### src/pdrd_pkg.sv
// shared constants and types of the parallel reference decoder
package pdrd_pkg;
   // register byte offsets
   localparam logic [3:0] OFF_CTRL = 4'h0;
   localparam logic [3:0] OFF_UNIT = 4'h4;
   localparam logic [3:0] OFF_STAT = 4'h8;
   localparam logic [3:0] OFF_REF = 4'hc;
   // control field positions
   localparam int CTRL_FMT_LSB = 0;
   localparam int CTRL_CARD16_BIT = 3;
   localparam int CTRL_WIDTH16_BIT = 4;
   // status field positions
   localparam int STAT_VALID_BIT = 0;
   localparam int STAT_RANGE_BIT = 1;
   localparam int STAT_FMTREJ_BIT = 2;
   localparam int STAT_FULL_BIT = 3;
   localparam int STAT_UNIT_LSB = 4;
   localparam int STAT_DEC_LSB = 7;
   // reset values
   localparam logic [2:0] FMT_RST = 3'h0;
   localparam logic [15:0] UNIT_RST = 16'h0000;
   // format codes and limits
   localparam logic [2:0] FMT_BCD5 = 3'h6;
   localparam logic [2:0] FMT_BIN = 3'h7;
   localparam logic [16:0] MAX_BCD5 = 17'd39998;
   localparam logic [16:0] FULL_BIN8 = 17'd255;
   localparam logic [16:0] FULL_BIN12 = 17'd4095;
   localparam logic [16:0] FULL_BIN16 = 17'd30000;
   localparam logic [16:0] MAX_BIN16 = 17'd33000;
   localparam logic [16:0] MAX_RPM3 = 17'd1599;
   localparam logic [16:0] MAX_RPM4 = 17'd15999;
   localparam logic [16:0] MAX_USER12 = 17'd4095;
   localparam logic [16:0] MAX_USER16 = 17'd10999;
   localparam logic [16:0] MAX_USERX = 17'd11000;
   localparam logic [15:0] UNIT_RPM_MIN = 16'd2;
   localparam logic [15:0] UNIT_USER_MIN = 16'd40;
   localparam logic [15:0] UNIT_DEC_STEP = 16'd10000;

   typedef enum logic [2:0] {U_HZ, U_PCT, U_RPM, U_USER, U_BIN} pdrd_unit_t;

   typedef struct packed {
      logic [2:0] fmt;
      logic card16;
      logic width16;
      logic [15:0] dispUnit;
   } pdrd_cfg_t;

   typedef struct packed {
      logic signed [31:0] value;
      pdrd_unit_t unit;
      logic [1:0] decimals;
      logic full;
   } pdrd_ref_t;
endpackage

### src/pdrd_decoder.sv
// parallel digital reference decoder with avalon-mm register slave
//
// The Avalon-MM interface to the registers and the address map were decided locally.
`timescale 1ns/1ps

module pdrd_decoder import pdrd_pkg::*; (
   input wire logic sys_clk,
   input wire logic rstn,
   input wire logic [3:0] address,
   input wire logic read,
   input wire logic write,
   input wire logic [3:0] byteenable,
   input wire logic [31:0] writedata,
   output logic [31:0] readdata,
   output logic waitrequest,
   input wire logic [15:0] refData,
   input wire logic refSign,
   input wire logic refStrobe,
   output pdrd_ref_t refOut,
   output logic refValid
);
   // ----------------------------------------
   // state
   // ----------------------------------------
   pdrd_cfg_t cfg_q, cfg_d;
   pdrd_ref_t ref_q, ref_d;
   logic valid_q, valid_d, rangeErr_q, rangeErr_d, fmtRej_q, fmtRej_d;
   logic strobePrev_q, wait_q, wait_d;
   logic [31:0] rdata_q, rdata_d;
   logic capture;
   // decode results
   logic [3:0] dg0, dg1, dg2, dg3;
   logic [16:0] mag, limit, fullMag;
   logic [6:0] mult;
   logic neg, ok, full, bcdMode;
   pdrd_unit_t unit;
   logic [1:0] decs;
   logic signed [31:0] scaled;

   assign capture = refStrobe && !strobePrev_q;

   // ----------------------------------------
   // decode of the terminal word
   // ----------------------------------------
   always_comb begin
      dg0 = refData[3:0];
      dg1 = refData[7:4];
      dg2 = refData[11:8];
      dg3 = refData[15:12];
      mag = 17'd0;
      limit = 17'd0;
      fullMag = 17'd0;
      mult = 7'd1;
      neg = refSign;
      ok = 1'b1;
      full = 1'b0;
      unit = U_HZ;
      decs = 2'd0;
      bcdMode = (cfg_q.dispUnit >= UNIT_RPM_MIN) || (cfg_q.fmt < FMT_BCD5);
      if (!cfg_q.card16) begin
         if (cfg_q.fmt == FMT_BCD5 && !bcdMode) begin
            ok = 1'b0;
         end else if (!bcdMode) begin
            mag = {9'd0, refData[7:0]};
            limit = FULL_BIN8;
            fullMag = FULL_BIN8;
            unit = U_BIN;
            full = &refData[7:0];
         end else begin
            ok = (dg0 <= 4'd9);
            mag = 17'(dg0) + 17'(dg1) * 17'd10;
            limit = (cfg_q.fmt == 3'd0) ? 17'd110 : 17'd159;
         end
      end else if (!bcdMode && cfg_q.fmt == FMT_BIN) begin
         if (cfg_q.width16) begin
            mag = {1'b0, refData};
            limit = MAX_BIN16;
            fullMag = FULL_BIN16;
            full = &refData;
         end else begin
            mag = {5'd0, refData[11:0]};
            limit = FULL_BIN12;
            fullMag = FULL_BIN12;
            full = &refData[11:0];
         end
         unit = U_BIN;
      end else if (!bcdMode) begin
         neg = 1'b0;
         mag = 17'({refData[2:0], 1'b0}) + 17'(refData[6:3]) * 17'd10 + 17'(refData[10:7]) * 17'd100
            + 17'(refData[14:11]) * 17'd1000 + 17'({refSign, refData[15]}) * 17'd10000;
         ok = (refData[6:3] <= 4'd9) && (refData[10:7] <= 4'd9) && (refData[14:11] <= 4'd9)
            && ({refData[2:0], 1'b0} <= 4'd9);
         limit = MAX_BCD5;
         fullMag = MAX_BCD5;
         full = &{refSign, refData};
      end else begin
         ok = (dg0 <= 4'd9) && (dg1 <= 4'd9) && (dg2 <= 4'd9) && (!cfg_q.width16 || dg3 <= 4'd9);
         mag = 17'(dg0) + 17'(dg1) * 17'd10 + 17'(dg2) * 17'd100;
         if (cfg_q.width16) begin
            mag = mag + 17'(dg3) * 17'd1000;
         end
         unit = U_HZ;
      end
      if (full) begin
         mag = fullMag;
         ok = 1'b1;
      end
      if (cfg_q.card16 && bcdMode) begin
         if (cfg_q.dispUnit >= UNIT_USER_MIN) begin
            unit = U_USER;
            decs = 2'(cfg_q.dispUnit / UNIT_DEC_STEP);
            limit = cfg_q.width16 ? MAX_USER16 : MAX_USER12;
            if (cfg_q.dispUnit % UNIT_DEC_STEP == 16'd0) begin
               limit = MAX_USERX;
            end
         end else if (cfg_q.dispUnit >= UNIT_RPM_MIN) begin
            unit = U_RPM;
            limit = cfg_q.width16 ? MAX_RPM4 : MAX_RPM3;
         end else begin
            unique case (cfg_q.fmt)
               3'd0: limit = 17'd110;
               3'd1: limit = 17'd1100;
               3'd2: limit = cfg_q.width16 ? 17'd11000 : 17'd1599;
               3'd3: limit = 17'd400;
               3'd4: limit = cfg_q.width16 ? 17'd4000 : 17'd1599;
               default: limit = cfg_q.width16 ? 17'd15999 : 17'd1599;
            endcase
         end
      end
      if (bcdMode && cfg_q.dispUnit < UNIT_RPM_MIN) begin
         unit = (cfg_q.fmt < 3'd3) ? U_PCT : U_HZ;
         mult = (cfg_q.fmt == 3'd0 || cfg_q.fmt == 3'd3) ? 7'd100
            : (cfg_q.fmt == 3'd1 || cfg_q.fmt == 3'd4) ? 7'd10 : 7'd1;
      end
      if (cfg_q.fmt == FMT_BCD5 && cfg_q.card16 && !bcdMode) begin
         unit = U_HZ;
      end
      if (mag > limit) begin
         ok = 1'b0;
      end
      scaled = 32'(mag) * 32'(mult);
      if (neg) begin
         scaled = -scaled;
      end
   end

   // ----------------------------------------
   // reference capture and bus slave
   // ----------------------------------------
   always_comb begin
      cfg_d = cfg_q;
      ref_d = ref_q;
      valid_d = valid_q;
      rangeErr_d = rangeErr_q;
      fmtRej_d = fmtRej_q;
      wait_d = 1'b1;
      rdata_d = rdata_q;
      if ((read || write) && wait_q) begin
         wait_d = 1'b0;
         if (read) begin
            unique case (address)
               OFF_CTRL: rdata_d = 32'({cfg_q.width16, cfg_q.card16, cfg_q.fmt});
               OFF_UNIT: rdata_d = {16'h0000, cfg_q.dispUnit};
               OFF_STAT: rdata_d = 32'({ref_q.decimals, ref_q.unit, ref_q.full, fmtRej_q, rangeErr_q, valid_q});
               OFF_REF: rdata_d = ref_q.value;
               default: rdata_d = 32'h0000_0000;
            endcase
         end
      end
      // write lands when waitrequest is low
      if (write && !wait_q) begin
         if (address == OFF_CTRL && byteenable[0]) begin
            cfg_d.fmt = writedata[CTRL_FMT_LSB +: 3];
            cfg_d.card16 = writedata[CTRL_CARD16_BIT];
            cfg_d.width16 = writedata[CTRL_WIDTH16_BIT];
         end else if (address == OFF_UNIT) begin
            if (byteenable[0]) cfg_d.dispUnit[7:0] = writedata[7:0];
            if (byteenable[1]) cfg_d.dispUnit[15:8] = writedata[15:8];
         end else if (address == OFF_STAT && byteenable[0]) begin
            // write one clears error flags
            if (writedata[STAT_RANGE_BIT]) rangeErr_d = 1'b0;
            if (writedata[STAT_FMTREJ_BIT]) fmtRej_d = 1'b0;
         end
      end
      if (capture) begin
         if (ok) begin
            ref_d = '{value: scaled, unit: unit, decimals: decs, full: full};
            valid_d = 1'b1;
         end else if (!cfg_q.card16 && cfg_q.fmt == FMT_BCD5 && cfg_q.dispUnit < UNIT_RPM_MIN) begin
            fmtRej_d = 1'b1;
         end else begin
            rangeErr_d = 1'b1;
         end
      end
   end

   always_ff @(posedge sys_clk) begin
      if (!rstn) begin
         cfg_q <= '{fmt: FMT_RST, card16: 1'b0, width16: 1'b0, dispUnit: UNIT_RST};
         ref_q <= '{value: 32'sh0, unit: U_HZ, decimals: 2'd0, full: 1'b0};
         valid_q <= 1'b0;
         rangeErr_q <= 1'b0;
         fmtRej_q <= 1'b0;
         strobePrev_q <= 1'b0;
         wait_q <= 1'b1;
         rdata_q <= 32'h0000_0000;
      end else begin
         cfg_q <= cfg_d;
         ref_q <= ref_d;
         valid_q <= valid_d;
         rangeErr_q <= rangeErr_d;
         fmtRej_q <= fmtRej_d;
         strobePrev_q <= refStrobe;
         wait_q <= wait_d;
         rdata_q <= rdata_d;
      end
   end

   assign readdata = rdata_q;
   assign waitrequest = wait_q;
   assign refOut = ref_q;
   assign refValid = valid_q;
endmodule // pdrd_decoder

### config.mk
export PLATFORM = sky130hd
export DESIGN_NAME = pdrd_decoder
export DESIGN_NICKNAME = d
export VERILOG_FILES = /design/src/pdrd_pkg.sv /design/src/pdrd_decoder.sv
export SDC_FILE = /design/constraint.sdc
export NUM_CORES = 1
export LEC_CHECK = 0
export ABC_AREA = 1
export BUFFER_PORTS_ARGS = -buffer_cell sky130_fd_sc_hd__buf_2
export CORE_MARGIN = 5
export CORE_UTILIZATION = 60
export DETAILED_ROUTE_END_ITERATION = 10
export GPL_TIMING_DRIVEN = 0
export PLACE_DENSITY = 0.8
export SLEW_MARGIN = 30
export SYNTH_ARGS = -nofsm -noshare
export SYNTH_HDL_FRONTEND = slang
export SYNTH_SLANG_ARGS = --single-unit
### constraint.sdc
create_clock -name sys_clk -period 14 [get_ports sys_clk]
set_input_delay 1.4 -clock sys_clk [delete_from_list [all_inputs] [get_ports sys_clk]]
set_output_delay 1.4 -clock sys_clk [all_outputs]
set_load 0.005 [all_outputs]
Yosys cells after proc, flatten, opt, wreduce, memory -nomap -nowiden
Cells that the tools add are included.
{ "totals": {"regBits": 96, "in_bits": 62, "out_inout_bits": 72, "wordCells": 177} }
{ "op_classes": {"n_addsub": 8, "n_mul": 8, "n_div": 2, "n_lt_le_gt_ge": 14, "eq_ne": 9, "n_mux": 79, "bitwise_logic": 1, "reduce_logical": 41} }
{ "ops": {"columns": ["cell", "n"], "rows": [
  ["17-bit two-way mux", 10],
  ["32-bit one-hot mux with 4 select lines", 1],
  ["14-bit two-way mux", 5],
  ["14-bit one-hot mux with 5 select lines", 1],
  ["16-bit two-way mux", 3],
  ["8-bit two-way mux", 5],
  ["1-bit two-way mux", 34],
  ["4-bit <= comparator, second input constant", 8],
  ["32-bit two-way mux", 1],
  ["24-bit negator with 32-bit output", 1],
  ["12-bit by 14-bit adder with 15-bit output", 2],
  ["15-bit two-way mux", 2],
  ["3-bit two-way mux", 9],
  ["9-bit by 11-bit adder with 12-bit output", 2],
  ["17-bit by 7-bit multiplier with 24-bit output", 1],
  ["4-bit by 7-bit multiplier with 11-bit output, second input constant", 2],
  ["1-bit logical AND", 19],
  ["4-bit by 8-bit adder with 9-bit output", 2],
  ["4-bit by 5-bit multiplier with 9-bit output, second input constant", 2],
  ["9-bit two-way mux", 2],
  ["15-bit by 16-bit adder with 17-bit output", 1],
  ["17-bit greater-than comparator", 1],
  ["17-bit AND reduction", 1],
  ["16-bit by 14-bit divider with 16-bit output, second input constant", 1],
  ["other kinds (28)", 46]
]} }

Logic depth before layout (Yosys ltp)
Gate-level depths: netlist of run 1.
{ "depth": {"ltp_word": 13, "depth_mapped": 56, "ltp_nobuf": 56} }

Least setup slack after synthesis of run 1
OpenSTA, ideal clock, no wires.
{ "synth_path": {"kind": "input port to flip-flop", "from": "in refData[12]", "to": "reg ref_q, in the netlist refOut[25]", "setup_ps": 117, "t_arrival_ps": 10155, "required_time_ps": 13883, "setup_slack_ps": 3728, "cell_stages": 53, "n_path_buf": 0, "path_cell_list": "fa_1 > inv_1 > fa_1 > inv_1 > ha_1 > a21oi_1 > nand2_1 > a21oi_1 > o21ai_0 > inv_1 > o21ai_0 > a21oi_1 > xor2_1 > ha_1 > ha_1 > ha_1 > inv_1 > nor4_1 > (+17 left out) > inv_1 > ha_1 > a21oi_1 > o21ai_0 > a21oi_1 > nand2_1 > xor2_1 > or2_2 > nor2_1 > nand3_1 > nor3_1 > nand2_1 > nand2_1 > nand2_1 > nand2_1 > nand2_1 > nor2_1 > nor2_1"} }
{ "synth_between": {"elab_chain_len": 10, "elab_cells_between_ends": 33, "cone_classes": "add/sub: 4; mul: 3; order compare: 3; mux: 16; reduce/logical: 7"} }
{ "synth_rtl": {"columns": ["element", "line", "source"], "rows": [
  ["start, declared", "pdrd_decoder.sv:16", "input wire logic [15:0] refData,"],
  ["4-bit by 7-bit multiplier with 11-bit output, on equally long branches", "pdrd_decoder.sv:90, pdrd_decoder.sv:100", null],
  ["12-bit by 14-bit adder with 15-bit output, on equally long branches", "pdrd_decoder.sv:90, pdrd_decoder.sv:100", null],
  ["15-bit by 16-bit adder with 17-bit output / 15-bit two-way mux (equally long branches)", "pdrd_decoder.sv:90, pdrd_decoder.sv:99", null],
  ["17-bit two-way mux", "pdrd_decoder.sv:87", "end else if (!bcdMode) begin"],
  ["17-bit two-way mux", "pdrd_decoder.sv:74", "end else if (!bcdMode && cfg_q.fmt == FMT_BIN) begin"],
  ["17-bit two-way mux", "pdrd_decoder.sv:60", "if (!cfg_q.card16) begin"],
  ["17-bit two-way mux", "pdrd_decoder.sv:104", "if (full) begin"],
  ["17-bit by 7-bit multiplier with 24-bit output / 17-bit greater-than comparator (equally long branches)", "pdrd_decoder.sv:141, pdrd_decoder.sv:138", null],
  ["24-bit negator with 32-bit output / 1-bit two-way mux (equally long branches)", "pdrd_decoder.sv:143, pdrd_decoder.sv:138", null],
  ["32-bit two-way mux / 2-bit AND reduction (equally long branches)", null, null],
  ["end signal, assigned", "pdrd_decoder.sv:200", "ref_q <= '{value: 32'sh0, unit: U_HZ, decimals: 2'd0, full: 1'b0};"],
  ["end signal, assigned", "pdrd_decoder.sv:209", "ref_q <= ref_d;"],
  ["end, declared", "pdrd_decoder.sv:26", "pdrd_ref_t ref_q, ref_d;"]
]} }
Several ways; a longest one is shown, not always the timed one.
A chain may end at the register's enable or synchronous reset.

Final worst setup path of run 1
{ "layout_path": {"from": "in refData[13]", "to": "reg ref_q, in the netlist refOut[31]"} }
The elaborated chain is that of the path after synthesis.

==> results of run 1 <==
-- worst max path at each step --
stage / endpoint / slack [ps] / depth (start not counted) / startpoint
after floorplan: refOut[25] / 3730 / 53 / refData[12]
after global placement: refOut[35] / 2190 / 54 / refData[12]
after detailed placement: refOut[33] / 1960 / 54 / refData[12]
after CTS: refOut[33] / 2280 / 54 / refData[12]
after global routing: refOut[33] / 1650 / 54 / refData[12]
final: refOut[31] / 2270 / 53 / refData[13]
-- cell type report --
type                    count  area [sq um]
multi-input cells        1487         10300
clock inverters             6          68.8
clock buffers              10           229
repair buffers            114           571
flip-flops and latches     96          1920
inverters                 383          1440
fillers                  2015          7570
well taps                 285           357
diodes                      2          5.00
plain buffers              45           195
-- flip-flops by register name (all words and copies together), names as in the netlist --
signal and count:
refOut 38, readdata 32, cfg_q 21, fmtRej_q 1, rangeErr_q 1, refValid 1, strobePrev_q 1, waitrequest 1
-- cell usage in the layout, fill, tap and decap left out, types with 5 or more instances in the layout --
cell,netlist,final
nand3_4,5,5
nand4_1,23,23
o221ai_1,8,8
clkbuf_1,36,37
nor3_1,26,24
xnor2_1,24,24
and2_1,6,6
nand2_4,7,7
inv_1,374,374
nand3_1,89,89
ha_1,186,186
dfxtp_1,96,96
buf_2,8,122
xor2_1,53,53
o21ai_0,134,134
o21bai_1,6,6
nor2_1,153,153
clkbuf_16,0,9
nand2_2,17,17
o211ai_1,12,12
nor2_4,5,5
or2_2,8,8
inv_2,6,6
conb_1,2,11
o31ai_1,6,6
a21oi_1,166,166
a31oi_1,7,7
a221oi_1,5,5
nand2_1,369,369
fa_1,88,88
o22ai_1,15,15
nor2_2,8,8
-- layer usage --
metal	GRT usage	vias up	share of wire
li1	-	6736	-
met2	0.545	619	0.49
met1	0.385	6456	0.39
met3	0.0287	138	0.069
met4	0.138	0	0.052
met5	0	-	0
-- worst max-delay path, delay by kind of cell --
kind                       cells  cell delay (ps)
and+or+nand+nor               16             2330
AOI/OAI and AO/OA             14             2360
xor gates and xnor gates       1              240
buffers and inverters         11              870
adders and majority gates     11             4740
-- through the flow --
step,util,hold slack [ps]
2_1_floorplan,-,443
3_3_place_gp,0.652,450
3_5_place_dp,0.653,452
4_1_cts,0.666,462
5_1_grt,0.666,485
6_report,0.666,465
-- kinds of logic after synthesis --
family          share of synthesized area
compound gates                      0.160
xor+xnor                           0.0487
fa+ha+maj                           0.295
buf+inv                             0.118
flops                               0.139
other cells                      0.000542
simple gates                        0.239
-- power groups by stage --
stage               clock, mW  sequential [mW]  combinational [mW]
floorplan                   0            0.307               0.850
global placement            0            0.310                1.11
detailed placement          0            0.311                1.14
CTS                     0.250            0.305                1.15
global route            0.261            0.307                1.32
finish                  0.250            0.306                1.16
==> results_dict.tcl, run 1 <==
set metrics [dict create \
    ios 134 \
    setup_tns_ps 0 \
    grt_pass1_wl_um 66300 \
    io_buffers 114 \
    irDropWorstVdd_v 0.000121 \
    cts_buffers 9 \
    num_rows 55 \
    synth_most_common_cell "inv_1" \
    finalCritPeriodShare 0.838 \
    r2r_slack_ps 5040 \
    relSlewSlack 0.450 \
    finalPower_mw 1.71 \
    yosys_register_bits 96 \
    finClkSkew_ps 10.6 \
    area_growth_pct 9.24 \
    ant_nets 0 \
    reg2reg_depth 35 \
    gp_congestion 0.994 \
    hpwlAfterDp_um 34700 \
    htreeDepth 3 \
    cts_sinks 96 \
    wl_per_cell_um 17.0 \
    min_to "readdata[0]" \
    final_area_sq_um 15100 \
    synthTopCellsByArea "ha_1 (17%), dfxtp_1 (14%), fa_1 (13%), inv_1 (10%), nand2_1 (10%)" \
    fin_cells 2428 \
    vias 13949 \
    swShare 0.505 \
    initial_utilization 0.610 \
    path_max_fanout 11 \
    rsz0062_at_grt "no" \
    synthCells 2002 \
    post-cts-setup-buffers 0 \
    cts_resized 0 \
    grt_use_total 0.309 \
    yosys-top-cells-count "inv_1 (374), nand2_1 (369), ha_1 (186)" \
    min_path_type "flip-flop to flip-flop" \
    endpoint_kind "flip-flop" \
    pre_cts_ws_ps 1960 \
    fin_ws_ps 2270 \
    fmaxAchievable_ghz 0.0853 \
    cts_hold_buf 0 \
    r2r_end "refOut[31]" \
    ys_async_sr_fraction 0 \
    holdCritStartpoint "readdata[0]" \
    fp.coreArea_sq_um 22700 \
    routed_wl_um 41200 \
    yosysTopAreaCellShare 0.168 \
    synth_edf_count 0 \
    synth_warnings 0 \
    synth_cell_types 59 \
    die_x_um 162 \
    cp.arrival_ps 11940 \
    critical_path_class "input pin to flip-flop" \
    path_common_cell "inv_1" \
    status "completed" \
    dpl.cell_count 2410 \
    power_density_nw_per_um2 113 \
    p_seq_frac 0.178 \
    final-setup-viol-count 0 \
    grt_start_max_net_pins 17 \
    syn_area_per_cell_sq_um 6.92 \
    synthFlopType "dfxtp_1" \
    grt_overflow 0 \
    drive_above_1_share 0.0990 \
    startpoint_type "input pin" \
    drv_cap 0 \
    synth_area_leader_cell "ha_1" \
    internal_power_mw 0.849 \
    clockBufferDepth 2 \
    nets 2472 \
    slew_violations 0 \
    post-route-min-period_ps 11730 \
    p_clk_frac 0.146 \
    p_sw_mw 0.865 \
    worstMarginPinSlew_ps 816 \
    viasPerCell 5.75 \
    seq_area_frac_synth 0.139 \
    hold_viol_final 0 \
    cts_root_buf "clkbuf_16" \
    dpl_cell_area_sq_um 14800 \
    drcViolationCount 0 \
    leakage_nw 7.98 \
    p_comb_frac 0.676 \
    cts_tree "built" \
    firstDrtPassIters 6 \
    drt_iter0_drc 1225 \
    die_h_um 162 \
    r2r_start "cfg_q[13]" \
    dieArea_sq_um 26200 \
    cp_slowest_cell "fa_1" \
    clock_latency_ps 350 \
    clk_pin_slew_ps 70 \
    slowest_delay_ps 650 \
    syn_area_sq_um 13900 \
    cp.required_ps 14220 \
    holdPathStages 2 \
    grt_pass1_vias 13298 \
    antenna_found_initial 2 \
]
(Power assumes the default switching activity.)
==> inputs of run 2 (changes only) <==
Settings changed: CORE_UTILIZATION 60 to 56, PLACE_DENSITY 0.8 to 0.78.
Clock period 14 ns to 10.5 ns, I/O delays scaled along.
==> run 2 against run 1 <==
Effect of this change: clock-buffer cell count rose by 1; critical endpoint is now refOut[36]; final cell count rose by 2.3%; die area rose by 6.7%; power rose by 42%; critical path type unchanged; sequential share of layout area fell by 0.59 points; sequential power rose by 33%; combinational power rose by 45%.
==> results_dict.tcl, run 2 (synthesis results as in run 1) <==
set metrics [dict create \
    p_seq_frac 0.167 \
    met3_length_um 2380 \
    hold_viol_final 0 \
    cts_sinks 96 \
    viasPerCell 5.66 \
    p_clk_frac 0.141 \
    leakage_nw 8.11 \
    final_common_cell "inv_1" \
    clock_latency_ps 350 \
    grt_start_max_net_pins 17 \
    grt_pass1_vias 13598 \
    fp.coreArea_sq_um 24300 \
    min_path_type "flip-flop to flip-flop" \
    startpoint_type "input pin" \
    drive_above_1_share 0.147 \
    power_density_nw_per_um2 154 \
    die_x_um 167 \
    routed_wl_um 42800 \
    endpoint_kind "flip-flop" \
    path_max_fanout 8 \
    area_growth_pct 14.6 \
    post-route-min-period_ps 10200 \
    dieArea_sq_um 28000 \
    r2r_slack_ps 1970 \
    cp.arrival_ps 10410 \
    slew_violations 0 \
    met1Wirelength_um 16900 \
    nets 2489 \
    dpl.cell_count 2449 \
    clk_pin_slew_ps 70 \
    path_common_cell "fa_1" \
    largest_register_ffs 38 \
    grt_use_total 0.288 \
    hpwlAfterDp_um 35000 \
    fin_cells 2484 \
    irDropWorstVdd_v 0.000177 \
    slowest_delay_ps 590 \
    worstMarginPinSlew_ps 778 \
    cts_root_buf "clkbuf_16" \
    cts_tree "built" \
    firstDrtPassIters 8 \
    gp_congestion 0.974 \
    clockBufferDepth 2 \
    status "completed" \
    drv_cap 0 \
    p_comb_frac 0.691 \
    die_h_um 167 \
    num_rows 57 \
    drcViolationCount 0 \
    cp.required_ps 10710 \
    p_sw_mw 1.23 \
    relSlewSlack 0.479 \
    critical_path_class "input pin to flip-flop" \
    ios 134 \
    wl_per_cell_um 17.2 \
    internal_power_mw 1.20 \
    cp_slowest_cell "fa_1" \
    initial_utilization 0.570 \
    grt_overflow 0 \
    fmaxAchievable_ghz 0.0981 \
    dr_wl_met2_um 21100 \
    grt_pass1_wl_um 67100 \
    layout_common_cells "inv_1 (364), nand2_1 (361), ha_1 (171)" \
    antenna_found_initial 2 \
    finalCritPeriodShare 0.971 \
    drt_iter0_drc 963 \
    swShare 0.506 \
    routed.top_layer "met4" \
    final-setup-viol-count 0 \
    ant_nets 0 \
    io_buffers 114 \
    vias 14062 \
    htreeDepth 3 \
    setup_tns_ps 0 \
    finClkSkew_ps 12.7 \
    whs_ps 463 \
    cts_buffers 9 \
]
## run 2: cell count changes in the layout (fill, tap and decap cells not counted), sizes merged
cell | previous run | this run
buf | 123 | 138
clkinv | 6 | 5
clkbuf | 46 | 49
inv | 381 | 380
clkinvlp | 1 | 2
## run 2: what timing repair did
action,CTS,global route
setup endpoints to repair,15,19
pin swaps,14,45
hold buffers,0,0
resized for setup,34,94
buffers inserted,7,10
## run 2: final cells by class
class | instances | area (sq um)
clock inverter | 5 | 61.3
tap | 324 | 405
multi-input combinational | 1487 | 10900
buffer | 45 | 195
timing repair buffer | 131 | 726
inverter | 383 | 1450
clock buffer | 11 | 253
sequential | 96 | 1920
fill | 2172 | 8440
antenna | 2 | 5.00
## run 2: power by group through the flow
stage	Sequential, mW	Combinational (mW)	Clock (mW)
after CTS	0.407	1.55	0.344
final	0.408	1.68	0.345
after detailed placement	0.415	1.51	0
after floorplan	0.409	1.13	0
after global routing	0.409	1.88	0.359
after global placement	0.414	1.48	0
## run 2: worst max-delay path: cells and delay by family
kind / cells / cell delay (ps)
buffers and inverters: 4 / 400
adder cells (fa/ha/maj): 10 / 4170
AO/OA/AOI/OAI: 13 / 2390
XOR/XNOR: 4 / 1060
AND/OR/NAND/NOR: 9 / 1330
## run 2: through the flow
step	power, mW	instance area (sq um)	worst slack, ps	utilization
finish	2.44	15900	304	0.653
global route	2.64	15900	-80.3	0.653
CTS	2.30	15400	4.85	0.634
detailed placement	1.92	14900	-1280	0.612
global placement	1.89	14900	-1070	0.611
floorplan	1.54	13900	578	-
## run 2: final timing paths
kind / from / end / depth (start not counted)
hold reg to reg: refOut[37] / refOut[37] / 2
setup / recovery: refData[5] / refOut[36] / 40
setup reg to reg: cfg_q[13] / refOut[36] / 36
hold / removal: refOut[37] / refOut[37] / 2
## run 2: layer usage
layer / track usage / vias to the layer above
met1: 0.350 / 6577
met5: 0 / -
met4: 0.146 / 0
li1: - / 6766
met3: 0.0248 / 151
met2: 0.511 / 568
